## src/hw/ttc_pkg.sv

```systemverilog
// Package: register map, field layout, reset values and timing for the thermal throttle control
package ttc_pkg;
	// ==========================================================
	// Register offsets (byte addresses)
	localparam logic [7:0] ADDR_CTRL     = 8'h00;
	localparam logic [7:0] ADDR_ONDEMAND = 8'h04;
	localparam logic [7:0] ADDR_OP_REQ   = 8'h08;
	localparam logic [7:0] ADDR_STATUS   = 8'h0c;
	localparam logic [7:0] ADDR_INT_STAT = 8'h10;
	localparam logic [7:0] ADDR_INT_CLR  = 8'h14;
	localparam logic [7:0] ADDR_INT_EN   = 8'h18;

	// ==========================================================
	// Field positions
	localparam int CTRL_AUTO_BIT    = 0;
	localparam int CTRL_VARIANT_BIT = 1;
	localparam int OD_EN_BIT        = 4;
	localparam int OD_DUTY_LSB      = 1;
	localparam int INT_START_BIT    = 0;
	localparam int INT_END_BIT      = 1;
	localparam int INT_TRIP_BIT     = 2;
	localparam int INT_W            = 3;
	localparam int OP_W             = 8;

	// ==========================================================
	// Reset values, low operating point and half duty
	localparam logic [OP_W-1:0]  OP_REQ_RST = 8'hff;
	localparam logic [OP_W-1:0]  OP_LOW     = 8'h00;
	localparam logic [2:0]       DUTY_HALF  = 3'h4;
	localparam logic [INT_W-1:0] INT_EN_RST = 3'h0;

	// ==========================================================
	// Timing
	localparam int CLK_NS    = 40;
	localparam int SLOT_NS   = 400;
	localparam int HYST_NS   = 1000;
	localparam int SLOT_CYC  = (SLOT_NS / CLK_NS) < 1 ? 1 : (SLOT_NS / CLK_NS);
	localparam int HYST_CYC  = (HYST_NS + CLK_NS - 1) / CLK_NS;
	localparam int SLOTS     = 8;

	// ==========================================================
	// Types
	typedef enum logic [1:0] {
		TTC_IDLE   = 2'b00,
		TTC_ACTIVE = 2'b01,
		TTC_COOL   = 2'b11
	} ttc_state_t;

	typedef struct packed {
		logic variant;
		logic auto_en;
	} ttc_ctrl_t;

	typedef struct packed {
		logic       en;
		logic [2:0] duty;
	} ttc_od_t;

	typedef struct packed {
		logic [7:0] addr;
		logic [31:0] wdata;
		logic        wr;
		logic        rd;
	} ttc_bus_t;
endpackage : ttc_pkg

```

## src/hw/ttc_top.sv

```systemverilog
// Thermal throttle control: trip detection, clock modulation, operating-point fallback, interrupts
//
// What this block does
// - Throttle circuit turns on when die temperature indication reaches the trip point.
// - Trip temperature is fixed in hardware, neither writable nor readable.
// - Bus snooping continues unchanged while throttling.
// - Interrupts are latched while throttling, serviced only when core clocks run.
// - Throttling gates core clocks or requests a lower operating point.
// - Automatic and on-demand activation exist; automatic wins when both apply.
// - Software selects clock modulation or operating-point automatic variant.
// - Automatic throttling asserts at the trip point and stays on for the hysteresis time after the die cools.
// - Operating-point variant drops to a lower operating point when hot.
// - On cooling, return to the operating point software last requested.
// - Automatic clock modulation runs at 50% duty with hysteresis at the trip.
// - On-demand bit 4 throttles at once; bits 3:1 set duty in eighths.
// - Hot output follows temperature; not newly set in clock-stopped states.
// - Catastrophic trip output asserts and shuts down, with no bus cycles.
//
// Design decisions made here: the register offsets and the address-and-strobe port.
`timescale 1ns/10ps
`default_nettype none
module ttc_top (
	// Clock and reset
	input  wire logic                        clock,
	input  wire logic                        rst_n,
	// Register port
	input  wire logic [7:0]                  addr,
	input  wire logic [31:0]                 wdata,
	input  wire logic                        wr,
	input  wire logic                        rd,
	output logic      [31:0]                 rdata,
	// Temperature indications (asynchronous)
	input  wire logic                        over_temp_async,
	input  wire logic                        crit_temp_async,
	// Core side
	input  wire logic                        low_power_state,
	input  wire logic                        snoop_req,
	output logic                             snoop_ack,
	input  wire logic                        irq_req,
	input  wire logic                        irq_taken,
	output logic                             irq_service,
	output logic                             core_clk_en,
	output logic      [ttc_pkg::OP_W-1:0]    op_point,
	// Thermal outputs
	output logic                             die_hot_output,
	output logic                             catastrophic_trip_output,
	output logic                             throttle_circuit,
	output logic                             irq
);
	// ==========================================================
	// Bus capture
	ttc_pkg::ttc_bus_t bus;
	assign bus = '{addr: addr, wdata: wdata, wr: wr, rd: rd};

	// ==========================================================
	// Synchronisers
	logic [2:0] hot_sync_reg;
	logic [2:0] crit_sync_reg;
	logic       hot_reg;
	logic       crit_reg;

	always_ff @(posedge clock) begin
		if (!rst_n) begin
			hot_sync_reg  <= 3'h0;
			crit_sync_reg <= 3'h0;
		end else begin
			hot_sync_reg  <= {hot_sync_reg[1:0], over_temp_async};
			crit_sync_reg <= {crit_sync_reg[1:0], crit_temp_async};
		end
	end

	// Change accepted once second and third stage agree
	always_ff @(posedge clock) begin
		if (!rst_n) begin
			hot_reg  <= 1'b0;
			crit_reg <= 1'b0;
		end else begin
			if (hot_sync_reg[1] == hot_sync_reg[2]) begin
				hot_reg <= hot_sync_reg[2];
			end
			if (crit_sync_reg[1] == crit_sync_reg[2]) begin
				crit_reg <= crit_sync_reg[2];
			end
		end
	end

	// ==========================================================
	// Configuration registers
	ttc_pkg::ttc_ctrl_t             ctrl_reg;
	ttc_pkg::ttc_od_t               od_reg;
	logic [ttc_pkg::OP_W-1:0]       op_req_reg;
	logic [ttc_pkg::INT_W-1:0]      int_en_reg;

	always_ff @(posedge clock) begin
		if (!rst_n) begin
			ctrl_reg   <= '0;
			od_reg     <= '0;
			op_req_reg <= ttc_pkg::OP_REQ_RST;
			int_en_reg <= ttc_pkg::INT_EN_RST;
		end else if (bus.wr) begin
			case (bus.addr)
				ttc_pkg::ADDR_CTRL: begin
					ctrl_reg.auto_en <= bus.wdata[ttc_pkg::CTRL_AUTO_BIT];
					ctrl_reg.variant <= bus.wdata[ttc_pkg::CTRL_VARIANT_BIT];
				end
				ttc_pkg::ADDR_ONDEMAND: begin
					od_reg.en   <= bus.wdata[ttc_pkg::OD_EN_BIT];
					od_reg.duty <= bus.wdata[ttc_pkg::OD_DUTY_LSB +: 3];
				end
				ttc_pkg::ADDR_OP_REQ: begin
					op_req_reg <= bus.wdata[ttc_pkg::OP_W-1:0];
				end
				ttc_pkg::ADDR_INT_EN: begin
					int_en_reg <= bus.wdata[ttc_pkg::INT_W-1:0];
				end
				default: begin
				end
			endcase
		end
	end

	// ==========================================================
	// Automatic mode state machine with hysteresis
	ttc_pkg::ttc_state_t state_reg;
	ttc_pkg::ttc_state_t state_next;
	logic [7:0]          hyst_cnt_reg;

	always_comb begin
		state_next = state_reg;
		case (state_reg)
			ttc_pkg::TTC_IDLE: begin
				if (ctrl_reg.auto_en && hot_reg) begin
					state_next = ttc_pkg::TTC_ACTIVE;
				end
			end
			ttc_pkg::TTC_ACTIVE: begin
				if (!ctrl_reg.auto_en) begin
					state_next = ttc_pkg::TTC_IDLE;
				end else if (!hot_reg) begin
					state_next = ttc_pkg::TTC_COOL;
				end
			end
			ttc_pkg::TTC_COOL: begin
				if (!ctrl_reg.auto_en) begin
					state_next = ttc_pkg::TTC_IDLE;
				end else if (hot_reg) begin
					state_next = ttc_pkg::TTC_ACTIVE;
				end else if (hyst_cnt_reg == 8'(ttc_pkg::HYST_CYC - 1)) begin
					state_next = ttc_pkg::TTC_IDLE;
				end
			end
			default: begin
				state_next = ttc_pkg::TTC_IDLE;
			end
		endcase
	end

	always_ff @(posedge clock) begin
		if (!rst_n) begin
			state_reg <= ttc_pkg::TTC_IDLE;
		end else begin
			state_reg <= state_next;
		end
	end

	always_ff @(posedge clock) begin
		if (!rst_n) begin
			hyst_cnt_reg <= 8'h00;
		end else if (state_reg == ttc_pkg::TTC_COOL && state_next == ttc_pkg::TTC_COOL) begin
			hyst_cnt_reg <= hyst_cnt_reg + 8'h01;
		end else begin
			hyst_cnt_reg <= 8'h00;
		end
	end

	// ==========================================================
	// Activation sources and precedence
	logic auto_act;
	logic auto_clk;
	logic auto_op;
	logic mod_act;
	logic [2:0] duty;

	assign auto_act = state_reg != ttc_pkg::TTC_IDLE;
	assign auto_clk = auto_act && !ctrl_reg.variant;
	assign auto_op  = auto_act && ctrl_reg.variant;
	// Automatic overrides on-demand settings while it is active
	assign mod_act  = auto_clk || (!auto_act && od_reg.en);
	assign duty     = (auto_clk || od_reg.duty == 3'h0) ? ttc_pkg::DUTY_HALF : od_reg.duty;

	// ==========================================================
	// Clock modulation: eight slots, duty slots on
	logic [7:0] slot_cnt_reg;
	logic [2:0] slot_reg;

	always_ff @(posedge clock) begin
		if (!rst_n || !mod_act) begin
			slot_cnt_reg <= 8'h00;
			slot_reg     <= 3'h0;
		end else if (slot_cnt_reg == 8'(ttc_pkg::SLOT_CYC - 1)) begin
			slot_cnt_reg <= 8'h00;
			slot_reg     <= slot_reg + 3'h1;
		end else begin
			slot_cnt_reg <= slot_cnt_reg + 8'h01;
		end
	end

	always_ff @(posedge clock) begin
		if (!rst_n) begin
			core_clk_en <= 1'b1;
		end else if (crit_reg || catastrophic_trip_output) begin
			core_clk_en <= 1'b0;
		end else if (mod_act) begin
			core_clk_en <= slot_reg < duty;
		end else begin
			core_clk_en <= 1'b1;
		end
	end

	// ==========================================================
	// Operating point
	always_ff @(posedge clock) begin
		if (!rst_n) begin
			op_point <= ttc_pkg::OP_REQ_RST;
		end else if (auto_op) begin
			op_point <= ttc_pkg::OP_LOW;
		end else begin
			op_point <= op_req_reg;
		end
	end

	// ==========================================================
	// Thermal outputs
	always_ff @(posedge clock) begin
		if (!rst_n) begin
			die_hot_output <= 1'b0;
		end else if (!hot_reg) begin
			die_hot_output <= 1'b0;
		end else if (!low_power_state) begin
			die_hot_output <= 1'b1;
		end
	end

	// Latched until reset; drives no bus activity
	always_ff @(posedge clock) begin
		if (!rst_n) begin
			catastrophic_trip_output <= 1'b0;
		end else if (crit_reg) begin
			catastrophic_trip_output <= 1'b1;
		end
	end

	always_ff @(posedge clock) begin
		if (!rst_n) begin
			throttle_circuit <= 1'b0;
		end else begin
			throttle_circuit <= mod_act || auto_op;
		end
	end

	// ==========================================================
	// Snoop pass-through, unaffected by throttling
	always_ff @(posedge clock) begin
		if (!rst_n) begin
			snoop_ack <= 1'b0;
		end else begin
			snoop_ack <= snoop_req;
		end
	end

	// ==========================================================
	// Interrupt latching
	logic irq_pend_reg;
	logic irq_pend_next;

	always_comb begin
		irq_pend_next = irq_pend_reg;
		if (irq_service && irq_taken) begin
			irq_pend_next = 1'b0;
		end
		if (irq_req) begin
			irq_pend_next = 1'b1;
		end
	end

	always_ff @(posedge clock) begin
		if (!rst_n) begin
			irq_pend_reg <= 1'b0;
			irq_service  <= 1'b0;
		end else begin
			irq_pend_reg <= irq_pend_next;
			irq_service  <= irq_pend_next && core_clk_en;
		end
	end

	// ==========================================================
	// Event status, enable and interrupt output
	logic                      auto_act_d_reg;
	logic                      trip_d_reg;
	logic [ttc_pkg::INT_W-1:0] int_stat_reg;
	logic [ttc_pkg::INT_W-1:0] int_set;
	logic [ttc_pkg::INT_W-1:0] int_clr;

	assign int_set = {catastrophic_trip_output && !trip_d_reg,
		!auto_act && auto_act_d_reg,
		auto_act && !auto_act_d_reg};
	assign int_clr = (bus.wr && bus.addr == ttc_pkg::ADDR_INT_CLR) ?
		bus.wdata[ttc_pkg::INT_W-1:0] : '0;

	always_ff @(posedge clock) begin
		if (!rst_n) begin
			auto_act_d_reg <= 1'b0;
			trip_d_reg     <= 1'b0;
			int_stat_reg   <= '0;
		end else begin
			auto_act_d_reg <= auto_act;
			trip_d_reg     <= catastrophic_trip_output;
			int_stat_reg   <= (int_stat_reg & ~int_clr) | int_set;
		end
	end

	always_ff @(posedge clock) begin
		if (!rst_n) begin
			irq <= 1'b0;
		end else begin
			irq <= |(((int_stat_reg & ~int_clr) | int_set) & int_en_reg);
		end
	end

	// ==========================================================
	// Read port
	always_ff @(posedge clock) begin
		if (!rst_n) begin
			rdata <= 32'h0000_0000;
		end else if (bus.rd) begin
			case (bus.addr)
				ttc_pkg::ADDR_CTRL:     rdata <= {30'h0, ctrl_reg.variant, ctrl_reg.auto_en};
				ttc_pkg::ADDR_ONDEMAND: rdata <= {27'h0, od_reg.en, od_reg.duty, 1'b0};
				ttc_pkg::ADDR_OP_REQ:   rdata <= {24'h0, op_req_reg};
				ttc_pkg::ADDR_STATUS: begin
					rdata <= {16'h0, op_point, irq_pend_reg, core_clk_en, state_reg,
						catastrophic_trip_output, die_hot_output, auto_act, throttle_circuit};
				end
				ttc_pkg::ADDR_INT_STAT: rdata <= {29'h0, int_stat_reg};
				ttc_pkg::ADDR_INT_EN:   rdata <= {29'h0, int_en_reg};
				default:                rdata <= 32'h0000_0000;
			endcase
		end else begin
			rdata <= 32'h0000_0000;
		end
	end
endmodule : ttc_top
`default_nettype wire

```

## config.mk

```make
export PLATFORM = sky130hd
export DESIGN_NAME = ttc_top
export DESIGN_NICKNAME = d
export VERILOG_FILES = /design/src/hw/ttc_pkg.sv /design/src/hw/ttc_top.sv
export SDC_FILE = /design/constraint.sdc
export NUM_CORES = 1
export LEC_CHECK = 0
export ABC_CLOCK_PERIOD_IN_PS = 1600
export BUFFER_PORTS_ARGS = -buffer_cell sky130_fd_sc_hd__buf_2
export CORE_UTILIZATION = 45
export CTS_CLUSTER_SIZE = 20
export DETAILED_ROUTE_END_ITERATION = 8
export PLACE_DENSITY = 0.73
export SYNTH_ARGS = -nofsm -noshare
export SYNTH_HDL_FRONTEND = slang
export SYNTH_SLANG_ARGS = --single-unit
```

## constraint.sdc

```tcl
create_clock -name clock -period 1.6 [get_ports clock]
set_clock_uncertainty 0.1 [all_clocks]
set_input_delay 0.08 -clock clock [delete_from_list [all_inputs] [get_ports clock]]
set_output_delay 0.08 -clock clock [all_outputs]
set_load 0.03 [all_outputs]
```

==> reports/metrics.yaml, run 1 <==
end_kind: "flip-flop"
max_flop_register: "rdata"
min_path_type: "input pin to flip-flop"
ys_types: 51
path_clk_slew_ns: 0.07
gp_congestion: 0.8784
die_height_um: 88.84
cts_root_buffer: "clkbuf_8"
setup_viol: 0
r2r_slack_ns: 0.03
cp_data_arrival_time_ns: 1.72
first_pass_iters: 5
vias: 2761
critical_path.max_fanout: 8
rr_startpoint: "hyst_cnt_reg[6]$_SDFF_PN0_"
finalCriticalPeriod_ns: 1.574
hold_viol_final: 0
drtAntennaViolNets: 0
crit_path_max_incr_delay_ns: 0.54
fmaxAchievable_ghz: 0.6353
path_cells: "or4b_4, o311ai_4, or4_4, nor2_1"
n_fill_cell: 595
holdPathEnd: "rdata[4]$_SDFF_PN0_"
syn_inst: 364
p_sw_uw: 850.7
seq_area_frac_synth_pct: 48.97
status: "finished, final reports clean"
min-delay-start: "addr[4]"
rsz0062_at_grt: "true"
cp-start-kind: "flip-flop"
io_pins: 97
core_area_um2: 7253
critPathSlowestCell: "or4b_4"
ys_top_cells_by_area: "dfxtp_1 (49%), mux2i_1 (5.3%), nor2_1 (5.2%)"
yosys_warnings: 0
final_cell_mix: "dfxtp_1 (81), buf_2 (55), nor2_1 (45)"
share_seq_of_total_power_pct: 55.1
hold-worst-slack_ns: 0.03893
netlist.area_leader.share_pct: 48.97
drc_errors: 0
grt_pass1_vias: 2587
grt_max_degree: 17
place_area_um2: 3890
diodes: 0
htreeDepth: 3
tritoncts: "yes"
grt_util_all_layers_pct: 18.92
ys_ff_latch: 83
stdcell_area_um2: 4305
gr-total-overflow: 0
p_leak_nw: 1.958
power_frac_comb_pct: 6.6
avgViaCountPerCell: 4.852
drv_cap: 0
final_nets: 522
critical_path_class: "flip-flop to flip-flop"
power.internal_mw: 2.931
rows: 31
reg2reg_depth: 4
hpwl_um: 5010
yosysTopAreaCell: "dfxtp_1"
fp.dieArea_um2: 7892
regToRegEndpoint: "hyst_cnt_reg[6]$_SDFF_PN0_"
p_clk_share_pct: 38.4
die-width_um: 88.84
top_layer: "met4"
synthesis.area_um2: 3393
syn_to_final_growth_pct: 26.88
min_delay_path_depth: 4
antenna_found_initial: 0
wl_met3_um: 406
syn_avg_cell_area_um2: 9.322
clkSinkCount: 83
drtIter0Drc: 117
drive_gt1_share_pct: 26.17
clock_tree.buffer_depth: 2
numPortBuffers: 56
mostFrequentLayoutCell: "dfxtp_1"
largest_reg_flops: 16
power_density_nw_per_um2: 878.4
post-cts-setup-buffers: 0
dr_wl_met2_um: 3459
grt_pass1_wl_um: 11280
critPathRequiredTime_ns: 1.74
switching_share_pct: 22.49
cts_buffers: 9
slew_viol_final: 0
start_util_pct: 46.78
postRouteWirelength_um: 7068
timing.final.crit_share_pct: 98.38
path_buf_inv: 0
wl_per_cell_um: 12.42
wl_met1_um: 3071
ir_drop_mv: 0.6362
critical-path-top-delay-family: "simple AND/OR/NAND/NOR gates"
clk_latency_ns: 0.35
-- area by class of cell --
type,count,area [um^2],area share [%]
well taps,99,123.9,2.877
inverters,12,45.04,1.046
multi-input cells,256,1597,37.08
clock inverters,4,50.05,1.162
clock buffers,12,145.1,3.371
flip-flops and latches,83,1664,38.65
repair buffers,103,680.7,15.81
-- through the flow --
| step | TNS [ns] | util [%] | setup WS [ns] | power, mW | std cells |
|---|---|---|---|---|---|
| 6_report | 0 | 59.36 | 0.02600 | 3.782 | 569 |
| 5_1_grt | -0.3718 | 59.36 | -0.05048 | 3.925 | 569 |
| 3_3_place_gp | -0.2969 | 53.63 | -0.03870 | 2.339 | 535 |
| 4_1_cts | 0 | 58.93 | 0.007376 | 3.830 | 569 |
| 2_1_floorplan | -0.1536 | - | -0.02010 | 2.288 | 379 |
| 3_5_place_dp | -0.5546 | 53.63 | -0.08305 | 2.341 | 535 |
-- how the worst max path moves through the flow --
stage / startpoint / end / cells after the start
floorplan: state_reg[1]$_SDFF_PN0_ / hyst_cnt_reg[7]$_SDFF_PN0_ / 6
global placement: hyst_cnt_reg[6]$_SDFF_PN0_ / hyst_cnt_reg[1]$_SDFF_PN0_ / 4
detailed placement: hyst_cnt_reg[0]$_SDFF_PN0_ / hyst_cnt_reg[0]$_SDFF_PN0_ / 6
CTS: hyst_cnt_reg[0]$_SDFF_PN0_ / hyst_cnt_reg[0]$_SDFF_PN0_ / 6
global route: hyst_cnt_reg[1]$_SDFF_PN0_ / hyst_cnt_reg[0]$_SDFF_PN0_ / 6
finish: hyst_cnt_reg[6]$_SDFF_PN0_ / hyst_cnt_reg[6]$_SDFF_PN0_ / 4
-- cells by family after synthesis --
family                     Yosys count  synth area share, %
AOI/OAI and AO/OA                   34                7.560
xor gates and xnor gates            14                3.614
buffers and inverters               40                6.711
adders and majority gates            7                2.581
muxes                               20                6.305
DFF                                 83                48.97
other                                1               0.1105
and+or+nand+nor                    165                24.15
-- power by group through the flow --
stage | clock network [mW] | registers [mW] | logic (mW)
finish | 1.45 | 2.08 | 0.248
CTS | 1.50 | 2.08 | 0.243
global route | 1.58 | 2.08 | 0.266
floorplan | 0 | 2.14 | 0.150
detailed placement | 0 | 2.13 | 0.210
global placement | 0 | 2.13 | 0.209
-- Yosys cell counts, drive strengths merged --
cell type and n:
or4 2, a221oi 1, a21oi 10, ha 7
nand3 27, a2111o 1, o31ai 1, o21ai 7
or4b 1, xor2 7, nor3b 2, and3 5
nand4 6, o31a 3, xnor2 7, a211oi 1
nor4b 3, or2b 1, o21a 1, or2 3
nand2 40, conb 1, o21ba 1, a41oi 2
a31oi 1, nand2b 1, mux4 1, o311ai 2
nor2 47, a21o 2, and3b 1, nor2b 2
and2 18, nor3 5, nor4 1, mux2 1
mux2i 18, inv 12, clkbuf 6, buf 22
dfxtp 83, a2bb2oi 1
-- tightest hold or removal path, cell delays in order --
cell and delay, ns:
buf_2 0.14, nor3_4 0.08, nand3_1 0.09, nor2_1 0.05
-- timing repair --
item	CTS	global route
setup endpoints to repair	9	21
gates resized for setup	2	8
hold endpoints to repair	27	0
hold buffers	18	0
gates cloned	0	0
-- metal layers --
layer | GRT usage (%) | up-vias
met5 | 0 | -
met4 | 8.211 | 0
met3 | 5.224 | 14
met2 | 33.50 | 87
met1 | 21.26 | 1261
li1 | - | 1399
Note: power is estimated with default switching activity, not from simulation.
==> inputs of run 2 (changes only) <==
Settings changed: MAX_ROUTING_LAYER set to met4.
==> reports/metrics.yaml, run 2 (synthesized netlist as in run 1, its figures left out) <==
p_sw_uw: 854.1  # +0.40%
gp_congestion: 0.8542  # -2.8%
final_nets: 523  # +0.19%
path_clk_slew_ns: 0.07  # about the same
stdcell_area_um2: 4349  # +1.0%
tritoncts: "yes"
gr-total-overflow: 0  # unchanged
clkSinkCount: 83  # unchanged
diodes: 0  # unchanged
final_cells: 570  # +0.18%
cp_data_arrival_time_ns: 1.73  # about the same
grt_pass1_wl_um: 11640  # +3.2%
power_mw: 3.985  # +5.4%
power_density_nw_per_um2: 916.2  # +4.3%
fmaxAchievable_ghz: 0.6295  # -0.91%
start_util_pct: 46.78  # unchanged
hold_viol_final: 0  # unchanged
crit_path_start: "hyst_cnt_reg[6]$_SDFF_PN0_"
grt_max_degree: 17  # unchanged
critPathRequiredTime_ns: 1.74  # about the same
fin_util_pct: 59.96  # +0.60 points
syn_to_final_growth_pct: 28.17
met3_usage_pct: 5.877  # +0.65 points
share_seq_of_total_power_pct: 52.2  # -2.9 points
cts_buffers: 9  # unchanged
ir_drop_mv: 0.6658  # +4.6%
use_met2_pct: 34.27  # +0.77 points
htreeDepth: 3  # unchanged
place_area_um2: 3890  # unchanged
min-delay-start: "addr[4]"
hold-worst-slack_ns: 0.02916  # -0.009766 ns
mostFrequentLayoutCell: "dfxtp_1"
grt_util_all_layers_pct: 20.02  # +1.1 points
status: "finished, final reports clean"
place_inst: 535  # unchanged
drive_gt1_share_pct: 26.75  # +0.58 points
cts_root_buffer: "clkbuf_8"
critical_path.max_fanout: 8  # unchanged
die-width_um: 88.84  # unchanged
switching_share_pct: 21.43  # -1.1 points
wl_per_cell_um: 12.57  # +1.2%
setup_viol: 0  # unchanged
max_flop_register: "rdata"
fin_ws_ns: 0.01148  # -0.01452 ns
timing.final.crit_share_pct: 99.28  # +0.91 points
grtUsageMet1_pct: 22.41  # +1.1 points
first_pass_iters: 4  # -1
grt_pass1_vias: 2626  # +1.5%
die_height_um: 88.84  # unchanged
rr_startpoint: "hyst_cnt_reg[6]$_SDFF_PN0_"
clock_tree.buffer_depth: 2  # unchanged
min_path_type: "input pin to flip-flop"
io_pins: 97  # unchanged
grt_busiest_layer: "met2"
rows: 31  # unchanged
drtAntennaViolNets: 0  # unchanged
place_ws_ns: -0.1128  # -0.02973 ns
cp-start-kind: "flip-flop"
power.internal_mw: 3.131  # +6.8%
fp.dieArea_um2: 7892  # unchanged
core_area_um2: 7253  # unchanged
rsz0062_at_grt: "true"
antenna_found_initial: 0  # unchanged
avgViaCountPerCell: 4.905  # +1.1%
slew_viol_final: 0  # unchanged
postRouteWirelength_um: 7165  # +1.4%
end_kind: "flip-flop"
power_frac_comb_pct: 6.2  # -0.4 points
critical_path_class: "flip-flop to flip-flop"
drtIter0Drc: 97  # -17%
finalCriticalPeriod_ns: 1.589  # +0.01452 ns
vias: 2796  # +1.3%
p_clk_share_pct: 41.6  # +3.2 points
p_leak_nw: 1.986  # +1.4%
setup-tns-final_ns: 0  # unchanged
drv_cap: 0  # unchanged
numPortBuffers: 56  # unchanged
hpwl_um: 5150  # +2.8%
drc_errors: 0  # unchanged
final_cell_mix: "dfxtp_1 (79), buf_2 (56), nor2_1 (45)"
clk_latency_ns: 0.34  # about the same
largest_reg_flops: 16  # unchanged
[run 2: cell count changes in the layout (fill, tap and decap cells not counted), sizes merged]
cell      before  now
bufinv         1    2
clkinvlp       2    1
buf           84   86
clkbuf        13   12
[run 2: final timing paths]
path	to	slack, ns	cells after the start
max	hyst_cnt_reg[2]$_SDFF_PN0_	0.01	4
min	rdata[4]$_SDFF_PN0_	0.03	4
max reg2reg	hyst_cnt_reg[2]$_SDFF_PN0_	0.01	4
min reg2reg	crit_sync_reg[1]$_SDFF_PN0_	0.34	1
[run 2: layout make-up]
class	instances	area, um^2
tap	99	123.9
timing repair buffer	104	685.7
clock buffer	12	155.1
inverter	12	45.04
clock inverter	4	72.57
multi-input combinational	256	1598
fill	627	2904
sequential	83	1669
[run 2: power by group through the flow]
stage                     Clock, mW  Sequential (mW)  Combinational, mW
final                          1.66             2.08              0.248
after CTS                      1.70             2.08              0.244
after global routing           1.79             2.08              0.269
after floorplan                   0             2.14              0.150
after global placement            0             2.13              0.210
after detailed placement          0             2.13              0.210
[run 2: layer usage]
layer | vias to the layer above | share of wire, %
met5 | - | 0
met4 | 0 | 1.1
met3 | 9 | 4.5
met2 | 78 | 50
met1 | 1301 | 45
li1 | 1408 | -
[run 2: timing repair]
| item | CTS | global route |
|---|---|---|
| hold endpoints to repair | 27 | 0 |
| endpoints found under the setup margin | 10 | 10 |
| setup buffers | 1 | 0 |
| gates resized for setup | 8 | 5 |
| pin swaps | 3 | 4 |
| hold buffers | 18 | 0 |
[run 2: worst max-delay path, stage by stage (launching register included)]
cell	delay (ns)
dfxtp_2	0.32
or4b_4	0.54
o311ai_4	0.25
or4_4	0.23
nor2_1	0.05
